==> config.mk <==
export PLATFORM = sky130hd
export DESIGN_NAME = ufec_event_control
export DESIGN_NICKNAME = d
export VERILOG_FILES = /design/src/rtl/ufec_pkg.sv /design/src/rtl/ufec_event_control.sv
export SDC_FILE = /design/constraint.sdc
export NUM_CORES = 1
export LEC_CHECK = 0
export ABC_CLOCK_PERIOD_IN_PS = 3100
export BUFFER_PORTS_ARGS = -buffer_cell sky130_fd_sc_hd__buf_2
export CORE_UTILIZATION = 40
export CTS_CLUSTER_DIAMETER = 30
export DETAILED_ROUTE_END_ITERATION = 7
export GPL_ROUTABILITY_DRIVEN = 0
export SYNTH_ARGS = -nofsm -noshare
export SYNTH_HDL_FRONTEND = slang
export SYNTH_SLANG_ARGS = --single-unit
==> constraint.sdc <==
create_clock -name ref_clk -period 3.1 [get_ports ref_clk]
set_input_delay 0.155 -clock ref_clk [delete_from_list [all_inputs] [get_ports ref_clk]]
set_output_delay 0.155 -clock ref_clk [all_outputs]
set_load 0.01 [all_outputs]
==> src/rtl/ufec_pkg.sv <==
// Shared constants and carrier types of the USB function event and control block
package ufec_pkg;

  ////////////////////////////////////////////////////////////////////////////
  // Register byte offsets on the APB side
  localparam logic [7:0] OFF_EVENT_FLAGS = 8'h00;
  localparam logic [7:0] OFF_EVENT_MASK  = 8'h04;
  localparam logic [7:0] OFF_LINK_CTRL   = 8'h08;
  localparam logic [7:0] OFF_DEV_ADDR    = 8'h0C;
  localparam logic [7:0] OFF_LAST_STATUS = 8'h10;
  localparam logic [7:0] OFF_FAULT_TYPE  = 8'h14;

  ////////////////////////////////////////////////////////////////////////////
  // Reset values
  localparam logic [7:0] RST_EVENT_FLAGS = 8'h00;
  localparam logic [7:0] RST_EVENT_MASK  = 8'h00;
  localparam logic [7:0] RST_LINK_CTRL   = 8'h06;
  localparam logic [7:0] RST_DEV_ADDR    = 8'h00;
  localparam logic [7:0] RST_LAST_STATUS = 8'h00;
  localparam logic [7:0] RST_FAULT_TYPE  = 8'h00;

  ////////////////////////////////////////////////////////////////////////////
  // Bit positions of event flags, mask and link control
  localparam int FLAG_XFER_OK   = 7;
  localparam int FLAG_SETUP_OVR = 5;
  localparam int FLAG_FAULT     = 4;
  localparam int FLAG_SLEEP_REQ = 3;
  localparam int FLAG_SLEEP_END = 2;
  localparam int FLAG_BUS_RESET = 1;
  localparam int FLAG_SOF       = 0;
  localparam int CTL_RESUME_SEEN = 7;
  localparam int CTL_RESET_SEEN  = 6;
  localparam int CTL_RESUME      = 3;
  localparam int CTL_REG_OFF     = 2;
  localparam int CTL_FORCE_SLEEP = 1;
  localparam int CTL_FORCE_RESET = 0;
  localparam logic [7:0] MASK_WRITABLE = 8'hBF;

  ////////////////////////////////////////////////////////////////////////////
  // Timing
  localparam int CLK_PERIOD_NS      = 100;
  localparam int SUSPEND_IDLE_NS    = 3000000;
  localparam int SUSPEND_IDLE_CYC   = SUSPEND_IDLE_NS / CLK_PERIOD_NS;
  localparam int REG_SETTLE_NS      = 3000;
  localparam int REG_SETTLE_CYC     = (REG_SETTLE_NS + CLK_PERIOD_NS - 1) / CLK_PERIOD_NS;

  ////////////////////////////////////////////////////////////////////////////
  // Codes
  localparam logic [2:0] EP_CONTROL   = 3'h0;
  localparam logic [2:0] EP_LAST      = 3'h5;
  localparam logic [1:0] PID_SETUP_HI = 2'h3;
  localparam logic [2:0] FAULT_NONE   = 3'h0;
  localparam logic [2:0] FAULT_STUFF  = 3'h1;
  localparam logic [2:0] FAULT_CRC    = 3'h2;
  localparam logic [2:0] FAULT_EOP    = 3'h3;
  localparam logic [2:0] FAULT_PID    = 3'h4;
  localparam logic [2:0] FAULT_MEM    = 3'h5;
  localparam logic [2:0] FAULT_OTHER  = 3'h7;

  ////////////////////////////////////////////////////////////////////////////
  // Carriers from the serial engine and to the link
  typedef struct packed {
    logic       done;
    logic [2:0] ep;
    logic       dir_in;
    logic [1:0] pid_hi;
    logic       toggle_ok;
    logic       acked;
  } ufec_xfer_t;

  typedef struct packed {
    logic stuff;
    logic crc;
    logic eop;
    logic pid;
    logic mem;
    logic timeout;
  } ufec_err_t;

  typedef struct packed {
    logic drive_resume;
    logic regulator_off;
    logic suspend;
    logic link_reset;
  } ufec_link_t;

endpackage

==> src/rtl/ufec_event_control.sv <==
// Event flags, masks, link control, device address and status of the USB function
//
// Decided for this implementation: the register addresses and the APB slave port.
`timescale 1ns/1ps

//
// Contract
// - Event flags set by hardware only
// - Transfer-ok flag is OR of endpoint flags
// - Correct means error-free, right toggle, acknowledged
// - Setup on busy endpoint 0 flags overrun
// - Bus faults set the fault flag
// - Idle over 3 ms sets sleep request
// - Idle check armed by reset, off while sleeping
// - Wake activity sets sleep-end on own vector
// - Bus reset sets flag, clears address
// - SOF token sets start-of-frame flag
// - Interrupt when flag, mask, and enabled
// - Resume and reset seen indicators readable
// - Resume bit drives resume signalling
// - Power-down bit turns regulator off
// - Force-sleep suspends, cleared by activity
// - Force-reset holds reset, event on release
// - Seven-bit address, cleared by link reset
// - Record token type of endpoint 0
// - Record endpoint number and direction
// - Fault cause as three-bit code
// - Fault code cleared with fault flag
// - Endpoint 0 correct transfer raises its flag
module ufec_event_control #(
  parameter int IDLE_CYCLES  = ufec_pkg::SUSPEND_IDLE_CYC,
  parameter int NUM_OK_FLAGS = 7
) (
  input  wire logic                   ref_clk,
  input  wire logic                   rst,
  input  wire logic                   psel,
  input  wire logic                   penable,
  input  wire logic                   pwrite,
  input  wire logic [7:0]             paddr,
  input  wire logic [31:0]            pwdata,
  output logic                        pready,
  output logic [31:0]                 prdata,
  output logic                        pslverr,
  input  wire ufec_pkg::ufec_xfer_t   xfer,
  input  wire ufec_pkg::ufec_err_t    bus_err,
  input  wire logic                   sof_seen,
  input  wire logic                   bus_reset_seen,
  input  wire logic [NUM_OK_FLAGS-1:0] ep_ok_flags,
  input  wire logic                   line_idle,
  input  wire logic                   line_k,
  input  wire logic                   line_se0,
  input  wire logic                   cpu_irq_disable,
  output ufec_pkg::ufec_link_t        link,
  output logic [6:0]                  device_address,
  output logic                        regulator_ready,
  output logic                        ok_set,
  output logic [2:0]                  ok_ep,
  output logic                        ok_dir_in,
  output logic                        irq_request,
  output logic                        wake_irq_request
);

  ////////////////////////////////////////////////////////////////////////////
  // Elaboration checks
  if (IDLE_CYCLES < 2) begin : g_bad_idle
    $error("IDLE_CYCLES must be at least 2");
  end
  if (NUM_OK_FLAGS < 1) begin : g_bad_flags
    $error("NUM_OK_FLAGS must be at least 1");
  end

  localparam int CNT_W = $clog2(IDLE_CYCLES + 1);
  localparam int SET_W = $clog2(ufec_pkg::REG_SETTLE_CYC + 1);
  localparam logic [CNT_W-1:0] IDLE_LAST = CNT_W'(IDLE_CYCLES - 1);
  localparam logic [SET_W-1:0] SETTLE_LAST = SET_W'(ufec_pkg::REG_SETTLE_CYC);

  typedef enum logic [1:0] {
    UFEC_RUN,
    UFEC_SLEEP,
    UFEC_WAKE
  } ufec_link_state_t;

  typedef struct packed {
    logic [1:0]       idle_sync;
    logic [1:0]       k_sync;
    logic [1:0]       se0_sync;
    logic [5:0]       flags;
    logic [7:0]       mask;
    logic [3:0]       ctl;
    logic             resume_seen;
    logic [6:0]       addr;
    logic [7:0]       status;
    logic [2:0]       fault;
    logic             armed;
    logic [CNT_W-1:0] idle_cnt;
    logic [SET_W-1:0] settle_cnt;
    ufec_link_state_t lstate;
    logic [31:0]      rdata;
    logic             ok_set;
    logic [2:0]       ok_ep;
    logic             ok_dir_in;
    logic             irq;
    logic             wake_irq;
  } ufec_state_t;

  ufec_state_t st;
  ufec_state_t next_st;

  ////////////////////////////////////////////////////////////////////////////
  // Helpers
  function automatic logic [2:0] fault_code(input ufec_pkg::ufec_err_t e);
    logic [2:0] c;
    c = ufec_pkg::FAULT_NONE;
    if (e.stuff) begin
      c = ufec_pkg::FAULT_STUFF;
    end else if (e.crc) begin
      c = ufec_pkg::FAULT_CRC;
    end else if (e.eop) begin
      c = ufec_pkg::FAULT_EOP;
    end else if (e.pid) begin
      c = ufec_pkg::FAULT_PID;
    end else if (e.mem) begin
      c = ufec_pkg::FAULT_MEM;
    end else if (e.timeout) begin
      c = ufec_pkg::FAULT_OTHER;
    end
    return c;
  endfunction

  function automatic logic mapped(input logic [7:0] a);
    return a == ufec_pkg::OFF_EVENT_FLAGS || a == ufec_pkg::OFF_EVENT_MASK ||
           a == ufec_pkg::OFF_LINK_CTRL   || a == ufec_pkg::OFF_DEV_ADDR   ||
           a == ufec_pkg::OFF_LAST_STATUS || a == ufec_pkg::OFF_FAULT_TYPE;
  endfunction

  ////////////////////////////////////////////////////////////////////////////
  // Combinational next state
  logic       acc_wr;
  logic       setup_rd;
  logic       any_err;
  logic       xfer_good;
  logic       setup_ovr;
  logic       link_rst;
  logic       idle_s;
  logic       k_s;
  logic       force_link_reset_release;
  logic [7:0] flags_view;
  logic [7:0] ctl_view;
  logic [5:0] set_ev;
  logic       wr_flags;
  logic       wr_mask;
  logic       wr_ctl;
  logic       wr_addr;
  logic       any_ok;

  always_comb begin
    next_st = st;

    // Pins cross into this domain; only the second stage is used below
    next_st.idle_sync = {st.idle_sync[0], line_idle};
    next_st.k_sync    = {st.k_sync[0], line_k};
    next_st.se0_sync  = {st.se0_sync[0], line_se0};
    idle_s = st.idle_sync[1];
    k_s    = st.k_sync[1];

    acc_wr   = psel && penable && pwrite;
    setup_rd = psel && !penable && !pwrite;
    // One strobe per register keeps the write decode in one place
    wr_flags = acc_wr && paddr == ufec_pkg::OFF_EVENT_FLAGS;
    wr_mask  = acc_wr && paddr == ufec_pkg::OFF_EVENT_MASK;
    wr_ctl   = acc_wr && paddr == ufec_pkg::OFF_LINK_CTRL;
    wr_addr  = acc_wr && paddr == ufec_pkg::OFF_DEV_ADDR;
    any_ok   = |ep_ok_flags;

    // Reads set up in an event cycle still see the old flags
    flags_view = {any_ok, 1'b0, st.flags};
    ctl_view   = {st.resume_seen, st.se0_sync[1], 2'b00, st.ctl};

    any_err   = |bus_err;
    xfer_good = xfer.done && xfer.acked && xfer.toggle_ok && !any_err;
    setup_ovr = xfer_good && xfer.ep == ufec_pkg::EP_CONTROL &&
                xfer.pid_hi == ufec_pkg::PID_SETUP_HI && ep_ok_flags[0];

    // Forced reset acts as a received bus reset for as long as it is held
    link_rst = bus_reset_seen || st.ctl[ufec_pkg::CTL_FORCE_RESET];
    // Letting go of a held force-reset is reported as a bus reset
    force_link_reset_release = wr_ctl && st.ctl[ufec_pkg::CTL_FORCE_RESET] && !pwdata[ufec_pkg::CTL_FORCE_RESET];

    // Hardware events of this cycle
    set_ev = 6'h00;
    set_ev[ufec_pkg::FLAG_SETUP_OVR] = setup_ovr;
    set_ev[ufec_pkg::FLAG_FAULT]     = any_err;
    set_ev[ufec_pkg::FLAG_SOF]       = sof_seen;
    set_ev[ufec_pkg::FLAG_BUS_RESET] = bus_reset_seen || force_link_reset_release;

    // Flags: a write can only clear, and a same-cycle event still sets
    if (wr_flags) begin
      next_st.flags = st.flags & pwdata[5:0];
      if (st.flags[ufec_pkg::FLAG_FAULT] && !pwdata[ufec_pkg::FLAG_FAULT]) begin
        next_st.fault = ufec_pkg::FAULT_NONE;
      end
    end
    // Mask bit 6 has no flag behind it and stays zero
    if (wr_mask) begin
      next_st.mask = pwdata[7:0] & ufec_pkg::MASK_WRITABLE;
    end
    if (wr_addr) begin
      next_st.addr = pwdata[6:0];
    end
    if (wr_ctl) begin
      next_st.ctl = pwdata[3:0];
    end

    // Fault code follows the fault event
    if (any_err) begin
      next_st.fault = fault_code(bus_err);
    end

    // Correct transfers: report endpoint and record status
    next_st.ok_set    = xfer_good;
    next_st.ok_ep     = xfer.ep;
    next_st.ok_dir_in = xfer.dir_in;
    // Endpoint codes past the last endpoint never reach the status
    if (xfer_good && !setup_ovr && xfer.ep <= ufec_pkg::EP_LAST) begin
      if (xfer.ep == ufec_pkg::EP_CONTROL) begin
        next_st.status = {xfer.pid_hi, 3'b000, xfer.ep};
      end else begin
        next_st.status = {2'b00, xfer.dir_in, 2'b00, xfer.ep};
      end
    end

    // Idle-line suspend detection
    if (st.armed && idle_s && st.lstate == UFEC_RUN) begin
      if (st.idle_cnt == IDLE_LAST) begin
        set_ev[ufec_pkg::FLAG_SLEEP_REQ] = 1'b1;
      end
      // Saturating, so one long idle stretch asks for sleep only once
      if (st.idle_cnt != CNT_W'(IDLE_CYCLES)) begin
        next_st.idle_cnt = st.idle_cnt + CNT_W'(1);
      end
    end else begin
      next_st.idle_cnt = '0;
    end

    // Suspend and wake sequence
    unique case (st.lstate)
      UFEC_RUN: begin
        if (st.ctl[ufec_pkg::CTL_FORCE_SLEEP]) begin
          next_st.lstate      = UFEC_SLEEP;
          next_st.armed       = 1'b0;
          next_st.resume_seen = 1'b0;
        end
      end
      UFEC_SLEEP: begin
        next_st.armed = 1'b0;
        if (!idle_s) begin
          set_ev[ufec_pkg::FLAG_SLEEP_END] = 1'b1;
          next_st.resume_seen = k_s;
          next_st.ctl[ufec_pkg::CTL_FORCE_SLEEP] = 1'b0;
          next_st.lstate = UFEC_WAKE;
        end else if (!st.ctl[ufec_pkg::CTL_FORCE_SLEEP]) begin
          next_st.lstate = UFEC_WAKE;
        end
      end
      UFEC_WAKE: begin
        // A software set of force-sleep in the wake cycle wins over the clear
        if (wr_ctl) begin
          next_st.ctl[ufec_pkg::CTL_FORCE_SLEEP] = pwdata[ufec_pkg::CTL_FORCE_SLEEP];
        end
        if (idle_s && !st.ctl[ufec_pkg::CTL_RESUME]) begin
          next_st.lstate = UFEC_RUN;
          next_st.armed  = 1'b1;
        end
      end
      default: begin
        // Unused code: return to run, with the armed bit kept as it was
        next_st.lstate = UFEC_RUN;
      end
    endcase

    // A link reset re-arms detection unless force-sleep is set, and always wipes the address
    if (link_rst) begin
      next_st.addr     = 7'h00;
      next_st.armed    = !st.ctl[ufec_pkg::CTL_FORCE_SLEEP];
      next_st.idle_cnt = '0;
      if (st.lstate == UFEC_WAKE) begin
        next_st.lstate = UFEC_RUN;
      end
    end

    next_st.flags = next_st.flags | set_ev;

    // Regulator settle time after it is switched back on
    // Ready is only a hint to software; it gates nothing on the link
    if (st.ctl[ufec_pkg::CTL_REG_OFF]) begin
      next_st.settle_cnt = '0;
    end else if (st.settle_cnt != SETTLE_LAST) begin
      next_st.settle_cnt = st.settle_cnt + SET_W'(1);
    end

    // Sleep-end goes to its own vector so it can wake a halted core
    next_st.wake_irq = next_st.flags[ufec_pkg::FLAG_SLEEP_END] &&
                       next_st.mask[ufec_pkg::FLAG_SLEEP_END] && !cpu_irq_disable;
    next_st.irq = (|({any_ok, 1'b0, next_st.flags} & next_st.mask &
                     ~(8'h01 << ufec_pkg::FLAG_SLEEP_END))) && !cpu_irq_disable;

    // Read data captured in the setup phase so it comes from a flop
    if (setup_rd) begin
      next_st.rdata = 32'h0000_0000;
      unique case (paddr)
        ufec_pkg::OFF_EVENT_FLAGS: next_st.rdata[7:0] = flags_view;
        ufec_pkg::OFF_EVENT_MASK:  next_st.rdata[7:0] = st.mask;
        ufec_pkg::OFF_LINK_CTRL:   next_st.rdata[7:0] = ctl_view;
        ufec_pkg::OFF_DEV_ADDR:    next_st.rdata[7:0] = {1'b0, st.addr};
        ufec_pkg::OFF_LAST_STATUS: next_st.rdata[7:0] = st.status;
        ufec_pkg::OFF_FAULT_TYPE:  next_st.rdata[7:0] = {5'b00000, st.fault};
        default:                   next_st.rdata = 32'h0000_0000;
      endcase
    end
  end

  ////////////////////////////////////////////////////////////////////////////
  // State register
  always_ff @(posedge ref_clk or posedge rst) begin
    if (rst) begin
      // The idle line rests high; zero here would fake a wake after reset
      st.idle_sync   <= 2'h3;
      st.k_sync      <= 2'h0;
      st.se0_sync    <= 2'h0;
      st.flags       <= ufec_pkg::RST_EVENT_FLAGS[5:0];
      st.mask        <= ufec_pkg::RST_EVENT_MASK;
      st.ctl         <= ufec_pkg::RST_LINK_CTRL[3:0];
      st.resume_seen <= 1'b0;
      st.addr        <= ufec_pkg::RST_DEV_ADDR[6:0];
      st.status      <= ufec_pkg::RST_LAST_STATUS;
      st.fault       <= ufec_pkg::RST_FAULT_TYPE[2:0];
      st.armed       <= 1'b0;
      st.idle_cnt    <= '0;
      st.settle_cnt  <= '0;
      st.lstate      <= UFEC_RUN;
      st.rdata       <= 32'h0000_0000;
      st.ok_set      <= 1'b0;
      st.ok_ep       <= 3'h0;
      st.ok_dir_in   <= 1'b0;
      st.irq         <= 1'b0;
      st.wake_irq    <= 1'b0;
    end else begin
      st <= next_st;
    end
  end

  ////////////////////////////////////////////////////////////////////////////
  // Outputs
  // Zero wait states; unmapped offsets answer with an error and read zero
  assign pready  = 1'b1;
  assign pslverr = psel && penable && !mapped(paddr);
  assign prdata  = st.rdata;

  assign link.drive_resume  = st.ctl[ufec_pkg::CTL_RESUME];
  assign link.regulator_off = st.ctl[ufec_pkg::CTL_REG_OFF];
  assign link.suspend       = st.lstate == UFEC_SLEEP;
  assign link.link_reset    = st.ctl[ufec_pkg::CTL_FORCE_RESET];

  assign device_address   = st.addr;
  assign regulator_ready  = st.settle_cnt == SETTLE_LAST;
  assign ok_set           = st.ok_set;
  assign ok_ep            = st.ok_ep;
  assign ok_dir_in        = st.ok_dir_in;
  assign irq_request      = st.irq;
  assign wake_irq_request = st.wake_irq;

endmodule

# [Yosys cells after proc, flatten, opt, wreduce, memory -nomap -nowiden]
# Index checks and enable logic that the tools add are counted.
# Widths: inputs -> output; s select.
[classes] addsub=2 order_cmp=1 eq_ne=17 mux=40 bitwise=3 n_reduce_logical=58
[ops] cell="$pmux 8 s6" count=1
[ops] cell="$mux 15" count=2
[ops] cell="$mux 3" count=9
[ops] cell="$logic_and 1x1->1" count=26
[ops] cell="$eq 8x4->1 const B" count=2
[ops] cell="$eq 8x5->1 const B" count=2
[ops] cell="$mux 16" count=1
[ops] cell="$mux 8" count=2
[ops] cell="$add 15x1->15 const B" count=1
[ops] cell="$eq 15x15->1 const B" count=1
[ops] cell="$ne 15x15->1 const B" count=1
[ops] cell="$mux 2" count=7
[ops] cell="$mux 7" count=2
[ops] cell="$reduce_or 7->1" count=2
[ops] cell="$logic_not 1->1" count=10
[ops] cell="$mux 5" count=2
[ops] cell="$reduce_bool 2->1" count=5
[ops] cell="$mux 1" count=9
[ops] cell="$and 8x8->8" count=1
[ops] cell="$eq 8x3->1 const B" count=1
[ops] cell="$logic_not 8->1" count=1
[ops] cell="$logic_or 1x1->1" count=7
[ops] cell="$and 6x6->6" count=1
[ops] cell="$mux 6" count=1
[ops] cell="19 further kinds" count=24
[word_totals] reg_bits=81 in_bits=73 word_cells=142

# [Logic depth before layout (Yosys ltp)]
# Gate-level depths: netlist of run 1.
[logic_depth] depth_word=10 mapped_depth=7 depth_no_buf=7

# [Least setup slack after synthesis of run 1]
# No wires, ideal clock.
[synth_path] kind="reg-to-reg" startpoint="reg st[40] (netlist bit)" endpoint="reg st (netlist bit irq_request)" setup_time_ns=0.088 arrival_ns=1.657 t_required_ns=3.012 path_slack_ns=1.355 path_stages_with_launch=8 n_path_buf=0 cell_sequence="dfrtp_1 inv_1 ha_1 nand3_1 or4_1 o2bb2ai_1 a222oi_1 a41oi_1"
[synth_lines] item="start, declared" line_no="ufec_event_control.sv:106" rtl="ufec_state_t st;"
[synth_lines] item="start signal, assigned" line_no="ufec_event_control.sv:348" rtl="st <= next_st;"

==> results of run 1 <==
## path summary, 6_finish.rpt
check                         endpoint  slack (ps)  cells after the start
max                        irq_request        1100                      7
min                             st[62]          20                      2
max reg2reg                irq_request        1100                      7
min reg2reg                        k_s         350                      0
max in group asynchronous    prdata[0]        2370                      3
min in group asynchronous       st[56]          80                      3
## area by class of cell
class / instances / area share
timing repair buffer: 86 / 0.100
multi-input combinational: 285 / 0.396
inverter: 19 / 0.0149
clock buffer: 11 / 0.0317
clock inverter: 5 / 0.0120
sequential: 78 / 0.409
tap: 136 / 0.0356
## metrics by stage
stage / std cells / area [µm²] / setup slack, ps / power [mW] / util
after detailed placement: 595 / 4480 / 952 / 1.58 / 0.436
after global routing: 620 / 4780 / 902 / 2.52 / 0.465
after global placement: 595 / 4480 / 941 / 1.57 / 0.436
after CTS: 619 / 4770 / 1070 / 2.40 / 0.464
after floorplan: 439 / 4320 / 957 / 1.48 / -
final: 620 / 4780 / 1100 / 2.37 / 0.465
## where the power goes
part           leakage [nW]  internal [mW]  switching, mW
combinational          1.13          0.175          0.242
clock                0.0976          0.414          0.390
sequential            0.993           1.09         0.0630
## synth_stat cells (2+ instances only)
cell       count
o22a_1         2
or3_1          3
dfrtp_1       74
and3_2         2
ha_1           8
xnor2_1        6
clkbuf_1       7
or2_2          3
mux2_2        14
o22ai_1        2
nor2b_1        5
nor3_1        10
a32oi_1        2
mux2i_1       13
a2bb2oi_1      3
conb_1         2
nand2b_1       5
buf_4         47
a31oi_1        2
inv_1         19
nor2_1        39
a21o_1         4
mux4_2         4
nor4_1         3
a32o_1         2
nand4_1        9
nand3b_1       2
nand3_1       13
a21oi_1       11
xor2_1         6
o21ai_0       20
and3_1         5
dfstp_2        4
a22oi_1        2
o21ba_2        2
a211oi_1       6
buf_2          2
nand2_1       27
## metal layers
layer	share of wire	routed length, µm
met1	0.46	4190
met3	0.049	449
met5	0.0018	16
met4	0.018	165
met2	0.47	4320
## layout by cell type, fill, tap and decap left out, types with 8 or more instances in the layout
cell type	netlist	final
dfrtp_1	74	74
clkbuf_8	0	11
nor2_1	39	39
mux2_2	14	14
buf_2	2	76
a21oi_1	11	11
nand2_1	27	27
nor3_1	10	10
inv_1	19	18
mux2i_1	13	13
dlygate4sd3_1	0	9
o21ai_0	20	20
conb_1	2	25
nand3_1	13	13
ha_1	8	8
nand4_1	9	9
## logic make-up (layout without fill, tap and decap cells)
family | Yosys count | after routing
AND/OR/NAND/NOR | 138 | 138
adder cells (fa/ha/maj) | 8 | 8
buffers and inverters | 76 | 121
AO/OA/AOI/OAI | 71 | 71
multiplexers | 31 | 31
flip-flops | 78 | 78
other | 2 | 25
XOR/XNOR | 12 | 12
## flip-flops by register name (all words and copies together) (netlist names), 3 cells and up
register,count
ctl_view,3
flags_view,6
next_st,3
device_address,7
prdata,8
ok_ep,3
link,3
st,39
## what timing repair did
item                                   in CTS  in global routing
hold buffers                                8                  1
endpoints found under the hold margin       8                  1
resized for setup                           0                  0
buffers inserted                            0                  0
==> metrics, run 1 <==
number of port buffers 76; via count just over 3000; Crit Path Class flip-flop to flip-flop; sequential fraction of the synthesis area 0.463; Async SR Flop Fraction 1.00; # rows 37; CTS tree yes; YS warnings 0; CP startpoint st[40]; DRT Pass-1 Iters 4; crit end category flip-flop; met1 usage 0.227; Max Slew Vio Count 0; Final min period 2000 ps; post-synthesis mux area share 0.0893; Via-to-Cell Ratio a little under 5; synth unique cells 64; Synth area leader dfrtp_1; reg2reg start st[40]; HP Class input pin to flip-flop; Core Box Area ~10000 µm²; Max Freq ~500 MHz; diodes inserted 0; largest family of logic cells by synthesized area simple AND/OR/NAND/NOR gates; Final Hold Violating Endpoints 0; total grt overflow 0; CP Max Fanout 7; top post-synthesis cells by area dfrtp_1 44%, buf_4 8.3%, mux2_2 3.7%, nor2_1 3.5%, mux2i_1 3.1%; vias in the first global route around 3000; Max-Cap Viols 0; clock buffer depth 2; met2 Use GR 0.279; Worst Path Buf+Inv 1; Power Density 497 nW/µm²; post-synthesis simple-gate area fraction 0.172; post-synthesis cell area about 4200 µm²; clock slew at reported path FFs roughly 80 ps; Crit path max-delay family simple AND/OR/NAND/NOR gates; initial antenna violation count 1; Worst Hold Launch bus_err[5]; worst vdd ir roughly 0.18 mV; Leak between 2 and 2.5 nW; crit-path max cell delay roughly 500 ps; slowest CP cell or4_1; status complete, no violations; total track usage 0.176; Die Height between 100 and 150 µm; layout cell share with drive strength beyond 1 0.269; top_reg_cell synth dfrtp_1; Root Driver clkbuf_8; initial DRC count 62; HPWL after detailed placement 6630 µm; clk sink count just under 80; Post-synth EDFFs 0; full die area approximately 11000 µm²; #FFs+latches synth roughly 80; post-synth top area share 0.438; Synth Area in Compound Gates 0.115; Fill cells between 1000 and 1500; syn_area_per_cell ~10 µm²; antenna violation net count after detailed routing 0; fin nets 560; Critical Path RT approximately 3400 ps; synthesized instance count approximately 420; area of the multi-input gates ~1900 µm²; clock skew around 9.7 ps; met3 Track Usage GR 0.0555; Synth Area in Adders 0.0237; WHS 20.4 ps; DIE WIDTH 105 µm; slew margin rel. 0.339; routed len/inst roughly 15 µm; pin count of the biggest net entering global routing around 80; gr busiest metal met2; DRT Wirelength 9140 µm; RSZ-0062 raised after global routing no; worst-path cell chain inv_1 > ha_1 > nand3_1 > or4_1 > o2bb2ai_1 > a222oi_1 > a41oi_1; Final setup viols 0; XOR/XNOR share of the synthesized area 0.0249; Top Ports roughly 130; worst-margin pin slew roughly 1000 ps; CP startpoint kind flip-flop; clk_lat worst skew between 300 and 400 ps; Setup Total Neg Slack 0 ps; Reg area slightly below 2000 µm²; Initial Util 0.411; area grow syn2layout 13.0%; total DRC errors in the routed layout 0; CTS H-tree lvls 3; fin crit share 0.645; first-pass GRT wire length ~15000 µm; CTS Buf Count 9; CP arrival 2280 ps
(Power assumes the default switching activity.)
==> run 2: changes to the inputs <==
--- a/config.mk
+++ b/config.mk
@@ -5,12 +5,14 @@
 export SDC_FILE = /design/constraint.sdc
 export NUM_CORES = 1
 export LEC_CHECK = 0
-export ABC_CLOCK_PERIOD_IN_PS = 3100
+export ABC_AREA = 1
+export ABC_CLOCK_PERIOD_IN_PS = 1700
 export BUFFER_PORTS_ARGS = -buffer_cell sky130_fd_sc_hd__buf_2
 export CORE_UTILIZATION = 40
 export CTS_CLUSTER_DIAMETER = 30
 export DETAILED_ROUTE_END_ITERATION = 7
 export GPL_ROUTABILITY_DRIVEN = 0
+export PLACE_DENSITY = 0.67
 export SYNTH_ARGS = -nofsm -noshare
 export SYNTH_HDL_FRONTEND = slang
 export SYNTH_SLANG_ARGS = --single-unit
==> constraint.sdc (replaced) <==
create_clock -name ref_clk -period 1.7 [get_ports ref_clk]
set_input_delay 0.085 -clock ref_clk [delete_from_list [all_inputs] [get_ports ref_clk]]
set_output_delay 0.085 -clock ref_clk [all_outputs]
set_load 0.01 [all_outputs]
==> run 2 against run 1 <==
  * Cell area is 2.8% higher
  * Register-to-register slack worse by 970 ps
  * Critical endpoint is now st[60]
  * Power is 72% higher
  * First-iteration DRC count grew to 4.0 times the previous value
  * Sequential cell count stayed put
  * Area after synthesis is 0.98% higher
  * Global-route usage is 0.37 points higher
  * Via count is 13% higher
  * Hold slack worse by 5.5 ps
==> metrics, run 2 <==
slowest CP cell dfrtp_1; Area after DPL 4600 µm² (+2.6%); post-synthesis cell area 4270 µm² (+0.98%); CP startpoint kind flip-flop; DRT Wirelength 9400 µm (+2.8%); worst vdd ir 0.468 mV (+160%); Initial Util 0.414 (+0.00215); Synth area leader dfrtp_1; Final Instance Area 4910 µm² (+2.8%); CTS Buf Count 9 (unchanged); total grt overflow 0 (unchanged); postcts setup bufs 0 (unchanged); Die Height 105 µm (+0.48%); antenna violation net count after detailed routing 0 (unchanged); number of port buffers 76 (unchanged); Critical Path RT 1930 ps (-1450 ps); Final Hold Violating Endpoints 0 (unchanged); Crit Path Class flip-flop to flip-flop; Final min period 1570 ps (-426 ps); vias in the first global route 3307 (+12%); synthesized instance count 499 (+20%); initial DRC count 250 (+300%); total track usage 0.180 (+0.00372); Post-synth EDFFs 0 (unchanged); dpl cells 691 (+16%); crit end category flip-flop; RSZ-0062 raised after global routing yes; Root Driver clkbuf_8; pin count of the biggest net entering global routing 79 (unchanged); DIE WIDTH 105 µm (+0.48%); wl on met1 4360 µm (+4.1%); clk sink count 78 (unchanged); DRT Pass-1 Iters 4 (unchanged); clock slew at reported path FFs 80 ps (about the same); total DRC errors in the routed layout 0 (unchanged); Power Density 831 nW/µm² (+67%); metal2 WL 4410 µm (+2.0%); Max Freq 635 MHz (+27%); setup ws final 125 ps (-974 ps); crit-path max cell delay 380 ps (-120 ps); pre-CTS setup slack 87.6 ps (-865 ps); HP Class input pin to flip-flop; Total Power 4.08 mW (+72%); CTS H-tree lvls 3 (unchanged); worst-path cell chain ha_1 > nand2_1 > nor2_2 > inv_1 > nor3_4 > nand2_2 > nor2_1 > a21oi_1 > o21a_1; Leak 2.44 nW (+10%); clock buffer depth 2 (unchanged); # rows 37 (unchanged); most frequent cell after synthesis nand2_1; clock skew 11.1 ps (+1.40 ps); Max-Cap Viols 0 (unchanged); worst-margin pin slew 524 ps (-468 ps); YS warnings 0 (unchanged); via count 3491 (+13%); CTS tree yes; top post-synthesis cells by area dfrtp_1 43%, buf_4 8.4%, nand2_1 6.7%, inv_1 6.6%, nand3_1 3.8%; post-synth top area share 0.434 (-0.00423); Top Ports 126 (unchanged); filler-free cell count of the finished design 720 (+16%); commonest non-fill, non-tap cell in the layout buf_2; commonest non-fill, non-tap cells in the layout 76 x buf_2, 75 x nand2_1, 74 x inv_1, 74 x dfrtp_1, 33 x nor2_1; Final setup viols 0 (unchanged); fin nets 661 (+18%); top post-synthesis cells by count 76 x nand2_1, 75 x inv_1, 74 x dfrtp_1, 48 x buf_4, 34 x nor2_1; slew margin rel. 0.649 (+0.310); clk_lat worst skew 350 ps (about the same); Core Box Area 10300 µm² (+0.45%); Max Slew Vio Count 0 (unchanged); syn_area_per_cell 8.56 µm² (-16%); Async SR Flop Fraction 1.00 (unchanged); HPWL after detailed placement 6990 µm (+5.5%); met3 routed WL 518 µm (+15%); #FFs+latches synth 78 (unchanged); largest reg by FF count st; area grow syn2layout 15.1%; CP arrival 1810 ps (-470 ps); diodes inserted 0 (unchanged); sequential fraction of the synthesis area 0.458 (-0.00447); fin crit share 0.926 (+0.281); max reg flops 39 (unchanged); synth unique cells 43 (-33%); full die area 11100 µm² (+0.96%); layout cell share with drive strength beyond 1 0.235 (-0.0340); DR top layer met4; routed len/inst 13.1 µm (-11%); Fill cells 1001 (-3.8%); initial antenna violation count 0 (-1); first-pass GRT wire length 15600 µm (+4.5%); Via-to-Cell Ratio 4.85 (-2.5%); status complete, no violations; top_reg_cell synth dfrtp_1; CP Max Fanout 3 (-4)
## run 2: cells by family after synthesis
kind of cell	synth area share
muxes	0.00234
AOI/OAI and AO/OA	0.132
and+or+nand+nor	0.218
adders and majority gates	0.0234
other	0.00176
buffers and inverters	0.158
xor gates and xnor gates	0.00615
DFF	0.458
## run 2: layout make-up
type,instances,area [µm²],share of cell area
Inverter,77,293,0.0596
Clock inverter,6,40.0,0.00815
Multi-Input combinational cell,316,1740,0.354
Timing Repair Buffer,98,593,0.121
Sequential cell,78,1960,0.398
Tap cell,136,170,0.0346
Clock buffer,9,124,0.0252
## run 2: worst max-delay path: cells and delay by family (launching register included)
family / cells / cell delay (ps)
simple gates: 5 / 640
fa+ha+maj: 1 / 170
flops: 1 / 380
buf+inv: 1 / 110
compound gates: 2 / 180
## run 2: repair_timing
action                     4_1_cts  5_1_grt
hold buffers                    14        0
gates resized for setup          0        5
setup endpoints to repair        0        7
hold endpoints to repair        92        0
## run 2: report_power, final
part / total, mW / switching (mW) / internal (mW)
Combinational: 0.780 / 0.463 / 0.317
Clock: 1.19 / 0.670 / 0.518
Sequential: 2.12 / 0.106 / 2.01
Total: 4.08 / 1.24 / 2.85
## run 2: path summary, 6_finish.rpt
check / cells past startpoint / slack, ps / startpoint / end
max: 9 / 130 / st[46] / st[60]
min: 3 / 10 / pwdata[5] / st[90]
max reg2reg: 9 / 130 / st[46] / st[60]
min reg2reg: 0 / 350 / next_st[100] / ctl_view[6]
max in group asynchronous: 4 / 950 / rst / next_st[104]
min in group asynchronous: 4 / 390 / rst / next_st[102]
## run 2: stage by stage
stage | TNS (ps) | util | hold WS [ps]
floorplan | 0 | - | 89.5
detailed placement | 0 | 0.445 | 192
CTS | 0 | 0.475 | 0.623
global route | -70.2 | 0.476 | 33.5
finish | 0 | 0.476 | 14.9
global placement | 0 | 0.445 | 192
## run 2: per-layer routing
layer  global-route usage  vias to the layer above
li1                     -                     1715
met3               0.0303                       11
met4               0.0795                        0
met2                0.289                      115
met5                    0                        -
met1                0.239                     1650
